===== config.mk =====
export PLATFORM = sky130hd
export DESIGN_NAME = cdrsv_top
export DESIGN_NICKNAME = d
export VERILOG_FILES = /design/src/hw/cdrsv_pkg.sv /design/src/hw/cdrsv_sync.sv /design/src/hw/cdrsv_fifo.sv /design/src/hw/cdrsv_top.sv
export SDC_FILE = /design/constraint.sdc
export NUM_CORES = 1
export LEC_CHECK = 0
export BUFFER_PORTS_ARGS = -buffer_cell sky130_fd_sc_hd__buf_2
export CORE_ASPECT_RATIO = 0.5
export CORE_MARGIN = 10
export CORE_UTILIZATION = 58
export CTS_BUF_LIST = sky130_fd_sc_hd__clkbuf_4
export DETAILED_ROUTE_END_ITERATION = 8
export GPL_TIMING_DRIVEN = 0
export MAX_ROUTING_LAYER = met4
export PLACE_DENSITY = 0.79
export SLEW_MARGIN = 20
export SYNTH_ARGS = -nofsm -noshare
export SYNTH_HDL_FRONTEND = slang
export SYNTH_SLANG_ARGS = --single-unit

===== constraint.sdc =====
create_clock -name i_sys_clk -period 4.09 [get_ports i_sys_clk]
set_input_delay 0 -clock i_sys_clk [delete_from_list [all_inputs] [get_ports i_sys_clk]]
set_output_delay 0 -clock i_sys_clk [all_outputs]
set_load 0.02 [all_outputs]

===== src/hw/cdrsv_pkg.sv =====
// What this block does
// reference is line rate over 16, 32, 128
// divide recovered clock, compare against reference
// deviation beyond threshold raises lock lost flag
// retry acquisition periodically while out of lock
// reacquisition drift held within +-600 ppm
// flag stays high until frequency returns
// flag held low during power down
// power down parks data and clock pairs
// release resets logic, calibrates if the power down hold reached PD_HOLD_LAST, then acquires
// no data: clock output follows reference
// data changes only on recovered clock rise
// host rate select sets divider 1/2/4/16
// host holds power down 1 us minimum
// lock threshold is a design parameter
package cdrsv_pkg;

    // system clock timing
    localparam int SYS_PERIOD_NS   = 100;
    localparam int TMR_W           = 16;
    localparam int PD_HOLD_MIN_NS  = 1000;
    localparam int PD_HOLD_MIN_CYC = (PD_HOLD_MIN_NS + SYS_PERIOD_NS - 1) / SYS_PERIOD_NS;
    localparam int CAL_TIME_NS     = 2000;
    localparam int CAL_CYC         = (CAL_TIME_NS + SYS_PERIOD_NS - 1) / SYS_PERIOD_NS;
    localparam int RETRY_PERIOD_NS = 100000;
    localparam int RETRY_CYC       = RETRY_PERIOD_NS / SYS_PERIOD_NS;

    localparam logic [TMR_W-1:0] PD_HOLD_LAST = TMR_W'(PD_HOLD_MIN_CYC);
    localparam logic [TMR_W-1:0] CAL_LAST     = TMR_W'(CAL_CYC - 1);
    localparam logic [TMR_W-1:0] RETRY_LAST   = TMR_W'(RETRY_CYC - 1);

    // frequency measurement
    localparam int                CNT_W           = 10;
    localparam logic [CNT_W-1:0]  LOCK_WIN_EDGES  = 10'h040;
    localparam logic [CNT_W-1:0]  LOCK_WIN_LAST   = 10'h03f;
    localparam logic [CNT_W-1:0]  LOCK_THRESH_DEF = 10'h004;
    localparam int                PRE_W           = 7;

    // reacquisition trim, in ppm
    localparam int                      TRIM_W     = 11;
    localparam logic signed [TRIM_W-1:0] PPM_LIMIT = 11'sh258;
    localparam logic signed [TRIM_W-1:0] PPM_STEP  = 11'sh032;

    // reference ratio codes and their log2
    localparam logic [1:0] RATIO_16  = 2'h0;
    localparam logic [1:0] RATIO_32  = 2'h1;
    localparam logic [1:0] RATIO_128 = 2'h2;
    localparam logic [2:0] LOG_16    = 3'h4;
    localparam logic [2:0] LOG_32    = 3'h5;
    localparam logic [2:0] LOG_128   = 3'h7;

    // rate select codes and log2 of output divider
    localparam logic [1:0] RATE_DIV1  = 2'h0;
    localparam logic [1:0] RATE_DIV2  = 2'h2;
    localparam logic [1:0] RATE_DIV4  = 2'h1;
    localparam logic [1:0] RATE_DIV16 = 2'h3;
    localparam logic [2:0] LOG_DIV1   = 3'h0;
    localparam logic [2:0] LOG_DIV2   = 3'h1;
    localparam logic [2:0] LOG_DIV4   = 3'h2;
    localparam logic [2:0] LOG_DIV16  = 3'h4;

    localparam int SYNC_W  = 7;
    localparam int FIFO_W  = 1;

    typedef enum logic [1:0] {
        ST_PDN = 2'b00,
        ST_CAL = 2'b01,
        ST_RUN = 2'b10
    } cdrsv_state_t;

endpackage : cdrsv_pkg


===== src/hw/cdrsv_sync.sv =====
`timescale 1ns/100ps
module cdrsv_sync #(
    parameter int W = 1
) (
    input  wire logic         i_sys_clk,  // system clock
    input  wire logic         i_srst,     // sync reset
    input  wire logic [W-1:0] i_async,    // asynchronous levels
    output logic      [W-1:0] o_sync      // synchronised levels
);
    typedef struct packed {
        logic [W-1:0] stage1;
        logic [W-1:0] stage2;
    } cdrsv_sync_st_t;

    cdrsv_sync_st_t st_ff;
    cdrsv_sync_st_t nxt_st;

    always_comb begin
        nxt_st        = st_ff;
        nxt_st.stage1 = i_async;
        nxt_st.stage2 = st_ff.stage1;
    end

    always_ff @(posedge i_sys_clk) begin
        if (i_srst) begin
            st_ff <= '0;
        end else begin
            st_ff <= nxt_st;
        end
    end

    assign o_sync = st_ff.stage2;

endmodule : cdrsv_sync


===== src/hw/cdrsv_fifo.sv =====
`timescale 1ns/100ps
module cdrsv_fifo #(
    parameter int W = 1
) (
    input  wire logic         i_sys_clk,   // system clock
    input  wire logic         i_srst,      // sync reset
    input  wire logic         i_flush,     // drop all entries
    input  wire logic [W-1:0] i_in_data,   // write data
    input  wire logic         i_in_valid,  // write valid
    output logic              o_in_ready,  // space available
    output logic      [W-1:0] o_out_data,  // head data
    output logic              o_out_valid, // head valid
    input  wire logic         i_out_ready  // head taken
);
    typedef struct packed {
        logic [1:0][W-1:0] mem;
        logic              wptr;
        logic              rptr;
        logic [1:0]        cnt;
        logic              rdy;
    } cdrsv_fifo_st_t;

    cdrsv_fifo_st_t st_ff;
    cdrsv_fifo_st_t nxt_st;
    logic           push;
    logic           pop;

    always_comb begin
        nxt_st = st_ff;
        push   = i_in_valid && st_ff.rdy;
        pop    = (st_ff.cnt != 2'h0) && i_out_ready;
        if (push) begin
            nxt_st.mem[st_ff.wptr] = i_in_data;
            nxt_st.wptr            = ~st_ff.wptr;
        end
        if (pop) begin
            nxt_st.rptr = ~st_ff.rptr;
        end
        if (push && !pop) begin
            nxt_st.cnt = st_ff.cnt + 2'h1;
        end else if (pop && !push) begin
            nxt_st.cnt = st_ff.cnt - 2'h1;
        end
        if (i_flush) begin
            nxt_st.cnt  = 2'h0;
            nxt_st.wptr = 1'b0;
            nxt_st.rptr = 1'b0;
        end
        // ready registered so a stall reaches the source
        nxt_st.rdy = (nxt_st.cnt != 2'h2);
    end

    always_ff @(posedge i_sys_clk) begin
        if (i_srst) begin
            st_ff <= '0;
        end else begin
            st_ff <= nxt_st;
        end
    end

    assign o_in_ready  = st_ff.rdy;
    assign o_out_valid = (st_ff.cnt != 2'h0);
    assign o_out_data  = st_ff.mem[st_ff.rptr];

endmodule : cdrsv_fifo


===== src/hw/cdrsv_top.sv =====
`timescale 1ns/100ps
module cdrsv_top #(
    parameter logic [cdrsv_pkg::CNT_W-1:0] LOCK_THRESH = cdrsv_pkg::LOCK_THRESH_DEF
) (
    input  wire logic        i_sys_clk,                // 10 MHz system clock
    input  wire logic        i_srst,                   // sync reset, high
    input  wire logic        i_reference_clock_in,     // reference clock pin
    input  wire logic        i_recov_clk,              // recovered clock from loop
    input  wire logic        i_powerdown_calibrate_in, // power down / calibrate pin
    input  wire logic [1:0]  i_rate_select,            // output divider select
    input  wire logic [1:0]  i_ref_ratio,              // detected reference ratio
    input  wire logic        i_data_present,           // line activity seen
    input  wire logic        i_rx_data,                // recovered data bit
    input  wire logic        i_rx_valid,               // data bit valid
    output logic             o_rx_ready,               // buffer accepts bit
    output logic             o_lock_lost_flag,         // loss of lock
    output logic             o_recovered_clock_out_p,  // clock pair, true
    output logic             o_recovered_clock_out_n,  // clock pair, complement
    output logic             o_data_out_p,             // data pair, true
    output logic             o_data_out_n,             // data pair, complement
    output logic             o_calibrating,            // loop calibration running
    output logic             o_reacquire,              // retry pulse
    output logic signed [cdrsv_pkg::TRIM_W-1:0] o_vco_trim_ppm // drift offset
);
    import cdrsv_pkg::*;

    typedef struct packed {
        cdrsv_state_t             state;
        logic [TMR_W-1:0]         tmr;
        logic [TMR_W-1:0]         hold;
        logic                     ref_prev;
        logic                     rec_prev;
        logic [PRE_W-1:0]         pre;
        logic [CNT_W-1:0]         ref_cnt;
        logic [CNT_W-1:0]         rec_cnt;
        logic                     lock_lost_flag;
        logic signed [TRIM_W-1:0] trim;
        logic                     trim_down;
        logic                     reacq;
        logic                     cal;
        logic                     clk_lvl;
        logic                     clk_p;
        logic                     clk_n;
        logic                     dat_p;
        logic                     dat_n;
    } cdrsv_top_st_t;

    cdrsv_top_st_t st_ff;
    cdrsv_top_st_t nxt_st;

    logic [SYNC_W-1:0] sync_in;
    logic [SYNC_W-1:0] sync_out;
    logic              ref_s;
    logic              rec_s;
    logic              pd_s;
    logic              present_s;
    logic [1:0]        rate_s;
    logic [1:0]        ratio_s;
    logic              fifo_data;
    logic              fifo_valid;
    logic              fifo_pop;
    logic              fifo_flush;
    logic              ref_rise;
    logic              rec_rise;
    logic              src_clk;
    logic [PRE_W-1:0]  div_last;
    logic [CNT_W-1:0]  dev;
    logic signed [TRIM_W-1:0] trim_try;

    function automatic logic [2:0] ratio_log2(input logic [1:0] code);
        logic [2:0] r;
        r = LOG_16;
        if (code == RATIO_32) begin
            r = LOG_32;
        end else if (code == RATIO_128) begin
            r = LOG_128;
        end
        return r;
    endfunction : ratio_log2

    function automatic logic [2:0] rate_log2(input logic [1:0] code);
        logic [2:0] r;
        r = LOG_DIV1;
        if (code == RATE_DIV2) begin
            r = LOG_DIV2;
        end else if (code == RATE_DIV4) begin
            r = LOG_DIV4;
        end else if (code == RATE_DIV16) begin
            r = LOG_DIV16;
        end
        return r;
    endfunction : rate_log2

    // recovered clock edges per reference edge, minus one
    function automatic logic [PRE_W-1:0] div_count(input logic [1:0] ratio, input logic [1:0] rate);
        logic [2:0]       lr;
        logic [2:0]       ld;
        logic [2:0]       sh;
        logic [PRE_W-1:0] one;
        lr  = ratio_log2(ratio);
        ld  = rate_log2(rate);
        sh  = (ld > lr) ? 3'h0 : 3'(lr - ld);
        one = PRE_W'(1);
        return PRE_W'((one << sh) - one);
    endfunction : div_count

    assign sync_in = {i_reference_clock_in, i_recov_clk, ~i_powerdown_calibrate_in,
                      i_data_present, i_rate_select, i_ref_ratio[1]};

    cdrsv_sync #(
        .W (SYNC_W)
    ) u_sync (
        .i_sys_clk (i_sys_clk),
        .i_srst    (i_srst),
        .i_async   (sync_in),
        .o_sync    (sync_out)
    );

    // low ratio bit synchronised separately to keep the bus tidy
    logic ratio0_s;

    cdrsv_sync #(
        .W (1)
    ) u_sync_ratio0 (
        .i_sys_clk (i_sys_clk),
        .i_srst    (i_srst),
        .i_async   (i_ref_ratio[0]),
        .o_sync    (ratio0_s)
    );

    assign ref_s     = sync_out[6];
    assign rec_s     = sync_out[5];
    // synced inverted so reset reads as power down
    assign pd_s      = ~sync_out[4];
    assign present_s = sync_out[3];
    assign rate_s    = sync_out[2:1];
    assign ratio_s   = {sync_out[0], ratio0_s};

    cdrsv_fifo #(
        .W (FIFO_W)
    ) u_fifo (
        .i_sys_clk   (i_sys_clk),
        .i_srst      (i_srst),
        .i_flush     (fifo_flush),
        .i_in_data   (i_rx_data),
        .i_in_valid  (i_rx_valid),
        .o_in_ready  (o_rx_ready),
        .o_out_data  (fifo_data),
        .o_out_valid (fifo_valid),
        .i_out_ready (fifo_pop)
    );

    assign ref_rise = ref_s & ~st_ff.ref_prev;
    assign rec_rise = rec_s & ~st_ff.rec_prev;
    // reference drives clock without data
    assign src_clk  = present_s ? rec_s : ref_s;
    // divider from ratio and rate
    assign div_last = div_count(ratio_s, rate_s);
    assign dev      = (st_ff.rec_cnt >= LOCK_WIN_EDGES) ? (st_ff.rec_cnt - LOCK_WIN_EDGES)
                                                       : (LOCK_WIN_EDGES - st_ff.rec_cnt);
    assign trim_try = st_ff.trim_down ? (st_ff.trim - PPM_STEP) : (st_ff.trim + PPM_STEP);

    always_comb begin
        nxt_st          = st_ff;
        nxt_st.ref_prev = ref_s;
        nxt_st.rec_prev = rec_s;
        nxt_st.reacq    = 1'b0;
        fifo_pop        = 1'b0;
        fifo_flush      = 1'b1;
        case (st_ff.state)
            ST_PDN: begin
                // pairs parked high
                nxt_st.clk_p = 1'b1;
                nxt_st.clk_n = 1'b1;
                nxt_st.dat_p = 1'b1;
                nxt_st.dat_n = 1'b1;
                nxt_st.lock_lost_flag   = 1'b0;
                nxt_st.cal   = 1'b0;
                if (st_ff.hold != PD_HOLD_LAST) begin
                    nxt_st.hold = st_ff.hold + TMR_W'(1);
                end
                if (!pd_s) begin
                    // logic reset on release
                    nxt_st.tmr       = '0;
                    nxt_st.pre       = '0;
                    nxt_st.ref_cnt   = '0;
                    nxt_st.rec_cnt   = '0;
                    nxt_st.trim      = '0;
                    nxt_st.trim_down = 1'b0;
                    nxt_st.clk_lvl   = 1'b0;
                    // short pulse skips calibration
                    if (st_ff.hold == PD_HOLD_LAST) begin
                        nxt_st.state = ST_CAL;
                        nxt_st.cal   = 1'b1;
                    end else begin
                        nxt_st.state = ST_RUN;
                    end
                end
            end
            ST_CAL: begin
                // calibrate before acquiring
                nxt_st.tmr = st_ff.tmr + TMR_W'(1);
                if (st_ff.tmr == CAL_LAST) begin
                    nxt_st.tmr   = '0;
                    nxt_st.cal   = 1'b0;
                    nxt_st.state = ST_RUN;
                end
            end
            ST_RUN: begin
                fifo_flush     = 1'b0;
                nxt_st.clk_lvl = src_clk;
                nxt_st.clk_p   = src_clk;
                nxt_st.clk_n   = ~src_clk;
                // data moves only on clock rise
                if (src_clk && !st_ff.clk_lvl && fifo_valid) begin
                    fifo_pop     = 1'b1;
                    nxt_st.dat_p = fifo_data;
                    nxt_st.dat_n = ~fifo_data;
                end else if (st_ff.dat_p == st_ff.dat_n) begin
                    nxt_st.dat_n = ~st_ff.dat_p;
                end
                // divide recovered clock
                if (rec_rise) begin
                    if (st_ff.pre >= div_last) begin
                        nxt_st.pre = '0;
                        if (st_ff.rec_cnt != {CNT_W{1'b1}}) begin
                            nxt_st.rec_cnt = st_ff.rec_cnt + CNT_W'(1);
                        end
                    end else begin
                        nxt_st.pre = st_ff.pre + PRE_W'(1);
                    end
                end
                if (ref_rise) begin
                    if (st_ff.ref_cnt == LOCK_WIN_LAST) begin
                        nxt_st.ref_cnt = '0;
                        nxt_st.rec_cnt = '0;
                        // set and clear by deviation
                        nxt_st.lock_lost_flag     = (dev > LOCK_THRESH);
                    end else begin
                        nxt_st.ref_cnt = st_ff.ref_cnt + CNT_W'(1);
                    end
                end
                // periodic retry while unlocked
                if (st_ff.lock_lost_flag) begin
                    nxt_st.tmr = st_ff.tmr + TMR_W'(1);
                    if (st_ff.tmr == RETRY_LAST) begin
                        nxt_st.tmr   = '0;
                        nxt_st.reacq = 1'b1;
                        // drift bounces inside limit
                        if (trim_try > PPM_LIMIT || trim_try < -PPM_LIMIT) begin
                            nxt_st.trim_down = ~st_ff.trim_down;
                            nxt_st.trim      = st_ff.trim_down ? (st_ff.trim + PPM_STEP)
                                                               : (st_ff.trim - PPM_STEP);
                        end else begin
                            nxt_st.trim = trim_try;
                        end
                    end
                end else begin
                    nxt_st.tmr = '0;
                end
            end
            default: begin
                nxt_st.state = ST_PDN;
            end
        endcase
        if (pd_s && st_ff.state != ST_PDN) begin
            nxt_st.state = ST_PDN;
            nxt_st.hold  = '0;
            nxt_st.cal   = 1'b0;
            nxt_st.tmr   = '0;
            // flag low in power down
            nxt_st.lock_lost_flag   = 1'b0;
            // pairs parked high
            nxt_st.clk_p = 1'b1;
            nxt_st.clk_n = 1'b1;
            nxt_st.dat_p = 1'b1;
            nxt_st.dat_n = 1'b1;
        end
    end

    always_ff @(posedge i_sys_clk) begin
        if (i_srst) begin
            st_ff       <= '0;
            st_ff.state <= ST_PDN;
            st_ff.clk_p <= 1'b1;
            st_ff.clk_n <= 1'b1;
            st_ff.dat_p <= 1'b1;
            st_ff.dat_n <= 1'b1;
        end else begin
            st_ff <= nxt_st;
        end
    end

    assign o_lock_lost_flag        = st_ff.lock_lost_flag;
    assign o_recovered_clock_out_p = st_ff.clk_p;
    assign o_recovered_clock_out_n = st_ff.clk_n;
    assign o_data_out_p            = st_ff.dat_p;
    assign o_data_out_n            = st_ff.dat_n;
    assign o_calibrating           = st_ff.cal;
    assign o_reacquire             = st_ff.reacq;
    assign o_vco_trim_ppm          = st_ff.trim;

endmodule : cdrsv_top


**Word level (Yosys, flattened, before mapping)**

Cells that the tools add are included.

- Bitwise logic cells: 14
- Equality and inequality tests: 25
- Reductions and logical operators: 33
- Shift-type cells: 1
- Order comparisons: 9
- Multiplexer cells: 50
- Add/sub/neg operators: 13

Operators by type and width:

| cell | number |
|---|---|
| one-hot mux 40 bit (2 select lines) | 1 |
| 2-to-1 mux 10 bit | 5 |
| one-hot mux 16 bit (3 select lines) | 1 |
| 2-to-1 mux 11 bit | 4 |
| 2-to-1 mux 18 bit | 2 |
| adder 16 x 1 -> 16 bit (second input constant) | 2 |
| 2-to-1 mux 16 bit | 2 |
| 2-to-1 mux 27 bit | 1 |
| 2-to-1 mux 13 bit | 2 |
| 2-to-1 mux 21 bit | 1 |
| adder 10 x 1 -> 10 bit (second input constant) | 2 |
| inequality test 2 bit (second input constant) | 9 |
| equality test 16 x 10 -> 1 bit (second input constant) | 1 |
| equality test 16 x 4 -> 1 bit (second input constant) | 1 |
| equality test 16 x 5 -> 1 bit (second input constant) | 1 |
| inequality test 16 x 4 -> 1 bit (second input constant) | 1 |
| 2-to-1 mux 3 bit | 5 |
| 2-to-1 mux 7 bit | 2 |
| 2-to-1 mux 1 bit | 12 |
| 2-to-1 mux 12 bit | 1 |
| 2-to-1 mux 2 bit | 6 |
| NOT 1 bit | 12 |
| AND reduction 2 bit | 6 |
| AND reduction 3 bit | 4 |
| other kinds (41) | 61 |

- Input bits: 12
- Logic and storage cells: 173
- Bits in registers: 106
- Output and inout port bits: 19

**Longest topological paths before layout**

- Word-level depth: 14
- Depth in mapped cells: 18
- Gate-level depth less buffers: 17

**Hierarchy**

From an unflattened synthesis, not the netlist that was laid out.

- Cell total of the unflattened synthesis: 776
- Area total of the unflattened synthesis: 6377.4 um^2

Modules (own cells, without submodules):

| module | sequential area each (um^2) | times used | cells an instance | area an instance (um^2) |
|---|---|---|---|---|
| cdrsv_top | 1641.6 | 1 | 707 | 5569.1 |
| cdrsv_sync (u_sync) | 280.3 | 1 | 29 | 407.9 |
| cdrsv_fifo | 140.1 | 1 | 36 | 347.8 |
| cdrsv_sync (u_sync_ratio0) | 40.0 | 1 | 4 | 52.6 |

**Worst setup path after synthesis**

No wires, ideal clock.

- Path kind: register -> register
- Start point: register u_sync_ratio0.st_ff (netlist bit u_sync_ratio0.o_sync)
- End point: register st_ff[45] (netlist bit)
- Clock period less this slack: 4.297 ns
- Cell stages (with the launch flop): 18
- Path slack: -0.207 ns
- Buffers on the path: 0
- Setup time: 0.091 ns
- Data arrival time: 4.206 ns
- Cell sequence: dfxtp_1 inv_1 ha_1 ha_1 fa_1 xnor2_1 nand2_1 or3_1 ha_1 ha_1 a21o_1 a21o_1 a21oi_1 o21ai_0 a21oi_1 nor4b_2 a41oi_1 a311oi_1

- Longest elaborated chain between the ends: 11
- Elaborated cells between the ends (all ways): 13
- Classes of those cells: 2 x add/sub; 2 x order compare; 2 x eq/ne; 1 x shift; 6 x mux

RTL lines:

| element | line | text |
|---|---|---|
| start: declaration | cdrsv_sync.sv:15 | `cdrsv_sync_st_t st_ff;` |
| start signal: assignment | cdrsv_sync.sv:28 | `st_ff <= nxt_st;` |
| equality test 2 bit | cdrsv_top.sv:75 | `end else if (code == RATIO_128) begin` |
| 2-to-1 mux 2 bit | cdrsv_top.sv:75 |  |
| 2-to-1 mux 3 bit (*) | cdrsv_top.sv:73 | `if (code == RATIO_32) begin` |
| subtractor 3 bit / > comparator 3 bit (equally long branches) | cdrsv_top.sv:102 | `sh = (ld > lr) ? 3'h0 : 3'(lr - ld);` |
| 2-to-1 mux 3 bit (*) | cdrsv_top.sv:102 |  |
| left shift 1 x 3 -> 7 bit (*) | cdrsv_top.sv:104 | `return PRE_W'((one << sh) - one);` |
| subtractor 7 x 1 -> 7 bit (*) | cdrsv_top.sv:104 |  |
| >= comparator 7 bit (*) | cdrsv_top.sv:224 | `if (st_ff.pre >= div_last) begin` |
| 2-to-1 mux 7 bit (*) | cdrsv_top.sv:224 |  |
| 2-to-1 mux 7 bit (*) | cdrsv_top.sv:223 | `if (rec_rise) begin` |
| one-hot mux 40 bit (2 select lines) (*) | cdrsv_top.sv:170 | `case (st_ff.state)` |
| end signal: assignment | cdrsv_top.sv:290 | `st_ff <= nxt_st;` |
| end: declaration | cdrsv_top.sv:48 | `cdrsv_top_st_t st_ff;` |

Mark *: on every way between the ends. The rest lies on a longest branch, timed or not. The select of a mux whose other input is x is not followed.
A chain may end at the register's enable or synchronous reset.

**Worst setup path after layout**

Ends and elaborated chain as after synthesis.

==> metrics.md <==
| Metric | Value |
|---|---|
| Clk sinks | 105 |
| Slew margin rel. | 51.7% |
| Hold slack | 233 ps |
| TritonCTS Buffers | 9 |
| Flops & latches, synth | 105 |
| DRC Markers | 0 |
| P&R area growth vs syn | 10.9% |
| Yosys top cell area share | 34.5% |
| CTS tree | yes |
| DIE AREA | 15300 sq um |
| DRT Pass-1 Iters | 4 |
| Initial core utilization | 59.7% |
| Placed Instances | 916 |
| Cell type with the highest aggregate area in the netlist | dfxtp_1 |
| Startpoint Class | flop |
| I/O Buffers | 29 |
| Layout cells sized above 1 | 12.6% |
| Die width | 165 microns |
| Final min period | 3920 ps |
| Fmax | 0.255 GHz |
| Most frequent cell after synthesis | dfxtp_1 |
| Antenna diodes | 0 |
| DRT antenna net count | 0 |
| Filler Cells Inserted | 883 |
| Via/cell ratio | 5.78 |
| Crit Path Category | reg -> reg |
| Via count | 5488 |
| Syn Inst Count | 747 |
| Routed wire length | 13700 microns |
| Syn avg cell area | 8.16 sq um |
| Final Non-Filler Cells | 949 |
| CP Data Arrival Time | 4320 ps |
| Crit-path max FO | 8 |
| Slew Viols, Final | 0 |
| Top cells by count, synth | 105 x dfxtp_1, 95 x nor2_1, 61 x nand2_1, 47 x a21oi_1, 34 x nand3_1 |
| Int Pwr | 1290 uW |
| Peak VDD IR | 190 uV |
| GRT Overall Usage | 18.5% |
| Final global-route overflow total | 0 |
| Root buffer cell | clkbuf_4 |
| Largest net degree at the start of global routing | 19 |
| IO Count | 31 |
| Sequential fraction of the synthesis area | 34.5% |
| Min-Delay Path Depth | 3 |
| Syn Nets | 788 |
| Synth Warn # | 0 |
| Netlist cell types | 72 |
| Final Wtd Congestion | 0.907 |
| Sw frac | 30.9% |
| # rows | 26 |
| Status | finished, final reports clean |
| Die extent in y | 92.5 microns |
| Initial DRC Count | 335 |
| Final Hold Viols | 0 |
| Clk buf depth | 2 |
| Detailed placer's ending HPWL | 9890 microns |
| First-pass GRT wire length | 23100 microns |
| Ys flop type | dfxtp_1 |
| Combinational group share of total power | 15.8% |
| Clock power share | 26.8% |
| Max-Cap Viols | 0 |
| Reg power frac | 57.4% |
| Clk Latency, worst-skew pair | 480 ps |
| P_leak | 0.00256 uW |
| Post-synthesis async set-or-reset flop share | 0% |
| Final core occ | 66.2% |
| Total core area | 10200 sq um |
| Netlist area before placement | 6090 sq um |
| Clock slew at reported path FFs | 170 ps |
| Clock skew | 20.4 ps |
| Final #Nets | 845 |
| Vias in the first global route | 4985 |
| Htree depth | 3 |
| Required time of the critical path | 4500 ps |
| Psw | 574 uW |
| Final setup viols | 0 |
| Hold/Removal Path Class | in -> reg |
| Routed length per instance | 14.4 microns |
| Worst Tran Pin Value | 723 ps |
| Reg2Reg Depth | 18 |
| EDFF count, synth | 0 |
| Synth top area cells | dfxtp_1 34%, nor2_1 5.9%, ha_1 5.7% |
| Worst setup EP type | flop |
| Initial antenna violation count | 0 |
| Pwr Density | 275 nW/um^2 |
| Final Cycle Share | 95.7% |
[cell type report]
type                       instances  area (sq um)  share of cell area (%)
tap                              140           175                    2.59
buffer                            41           219                    3.24
inverter                          32           120                    1.78
clock buffer                       9          67.6                    1.00
multi-input combinational        568          3710                    54.9
timing repair buffer              47           308                    4.55
sequential                       105          2100                    31.1
clock inverter                     7          55.1                   0.815
[path summary, 6_finish.rpt]
kind                            endpoint                             from  slack, ps
min          u_sync.nxt_st[4]$_SDFF_PP0_         i_powerdown_calibrate_in        230
max reg2reg       st_ff[45]$_SDFFE_PP0P_  u_sync_ratio0.o_sync$_SDFF_PP0_        170
min reg2reg  u_sync.o_sync[4]$_SDFF_PP0_      u_sync.nxt_st[4]$_SDFF_PP0_        450
max               st_ff[45]$_SDFFE_PP0P_  u_sync_ratio0.o_sync$_SDFF_PP0_        170
[cells by family (layout without fill, tap and decap cells)]
logic type               Yosys count  after routing  synth area share (%)
AO/OA/AOI/OAI                    153            153                  17.0
XOR/XNOR                          48             48                  6.90
adder cells (fa/ha/maj)           30             30                  6.24
buffers and inverters             74            136                  5.62
flip-flops                       105            105                  34.5
multiplexers                      13             13                  2.75
other                              1              1                0.0615
AND/OR/NAND/NOR                  323            323                  26.9
[what timing repair did]
action,4_1_cts,5_1_grt
resized for setup,2,9
hold buffers,11,0
buffers inserted,3,4
hold endpoints to repair,11,0
setup endpoints to repair,11,12
pin swaps,2,8
[critical path, cell delays in order, from the launching register on]
cell      delay [ps]
dfxtp_1          360
inv_2             40
ha_4             210
ha_4             160
fa_2             390
xnor2_2          210
nand2_1           90
or3_1            310
ha_1             280
ha_1             270
a21o_1           150
a21o_1           190
a21oi_2          140
o21ai_1           80
a21oi_2          240
nor4b_4          220
buf_4            190
a41oi_1          120
a311oi_1         200
[stage by stage]
step / setup slack (ps) / setup TNS (ps) / total power, uW / area (sq um)
6_report: 175 / 0 / 1860 / 6760
5_1_grt: -15.3 / -25.3 / 1950 / 6760
4_1_cts: 9.58 / 0 / 1860 / 6690
3_5_place_dp: -332 / -2690 / 1360 / 6430
3_3_place_gp: -301 / -2090 / 1350 / 6430
2_1_floorplan: 36.2 / 0 / 1280 / 6110
[state kept, by name, summed over array words and instances, names as in the netlist]
signal	flops
u_fifo.o_in_ready	1
o_data_out_p	1
o_reacquire	1
st_ff	65
u_sync_ratio0.o_sync	1
o_vco_trim_ppm	10
o_recovered_clock_out_p	1
o_data_out_n	1
u_sync.o_sync	7
o_calibrating	1
u_sync.nxt_st	7
o_lock_lost_flag	1
u_fifo.st_ff	6
u_sync_ratio0.nxt_st	1
o_recovered_clock_out_n	1
[cells in the final DEF, fill, tap and decap left out, types with 7 or more instances in the layout]
cell type	count
dfxtp_1	104
nor2_1	95
nand2_1	61
a21oi_1	45
buf_2	36
nand3_1	34
xor2_1	31
inv_1	30
o21ai_0	26
ha_1	26
nor2b_1	25
nor3_1	20
buf_4	20
clkbuf_1	17
nand2b_1	16
xnor2_1	16
or3_1	13
and3_1	13
dlygate4sd3_1	11
clkbuf_4	9
a31oi_1	8
nand4_1	8
a21o_1	7
nor4_1	7
a311oi_1	7
o31ai_1	7
[power groups by stage]
| stage | clock network (uW) | logic [uW] | registers, uW |
|---|---|---|---|
| 2_1_floorplan | 0 | 194 | 1090 |
| 3_3_place_gp | 0 | 263 | 1090 |
| 3_5_place_dp | 0 | 270 | 1090 |
| 4_1_cts | 511 | 281 | 1070 |
| 5_1_grt | 550 | 329 | 1070 |
| 6_report | 499 | 294 | 1070 |
[layer usage]
metal / global-route usage (%) / part of all wire [%]
met1: 23.5 / 47
met2: 29.1 / 46
met3: 4.33 / 4.9
met4: 4.84 / 1.3
met5: - / 0
Power figures use the tool's default switching activity.
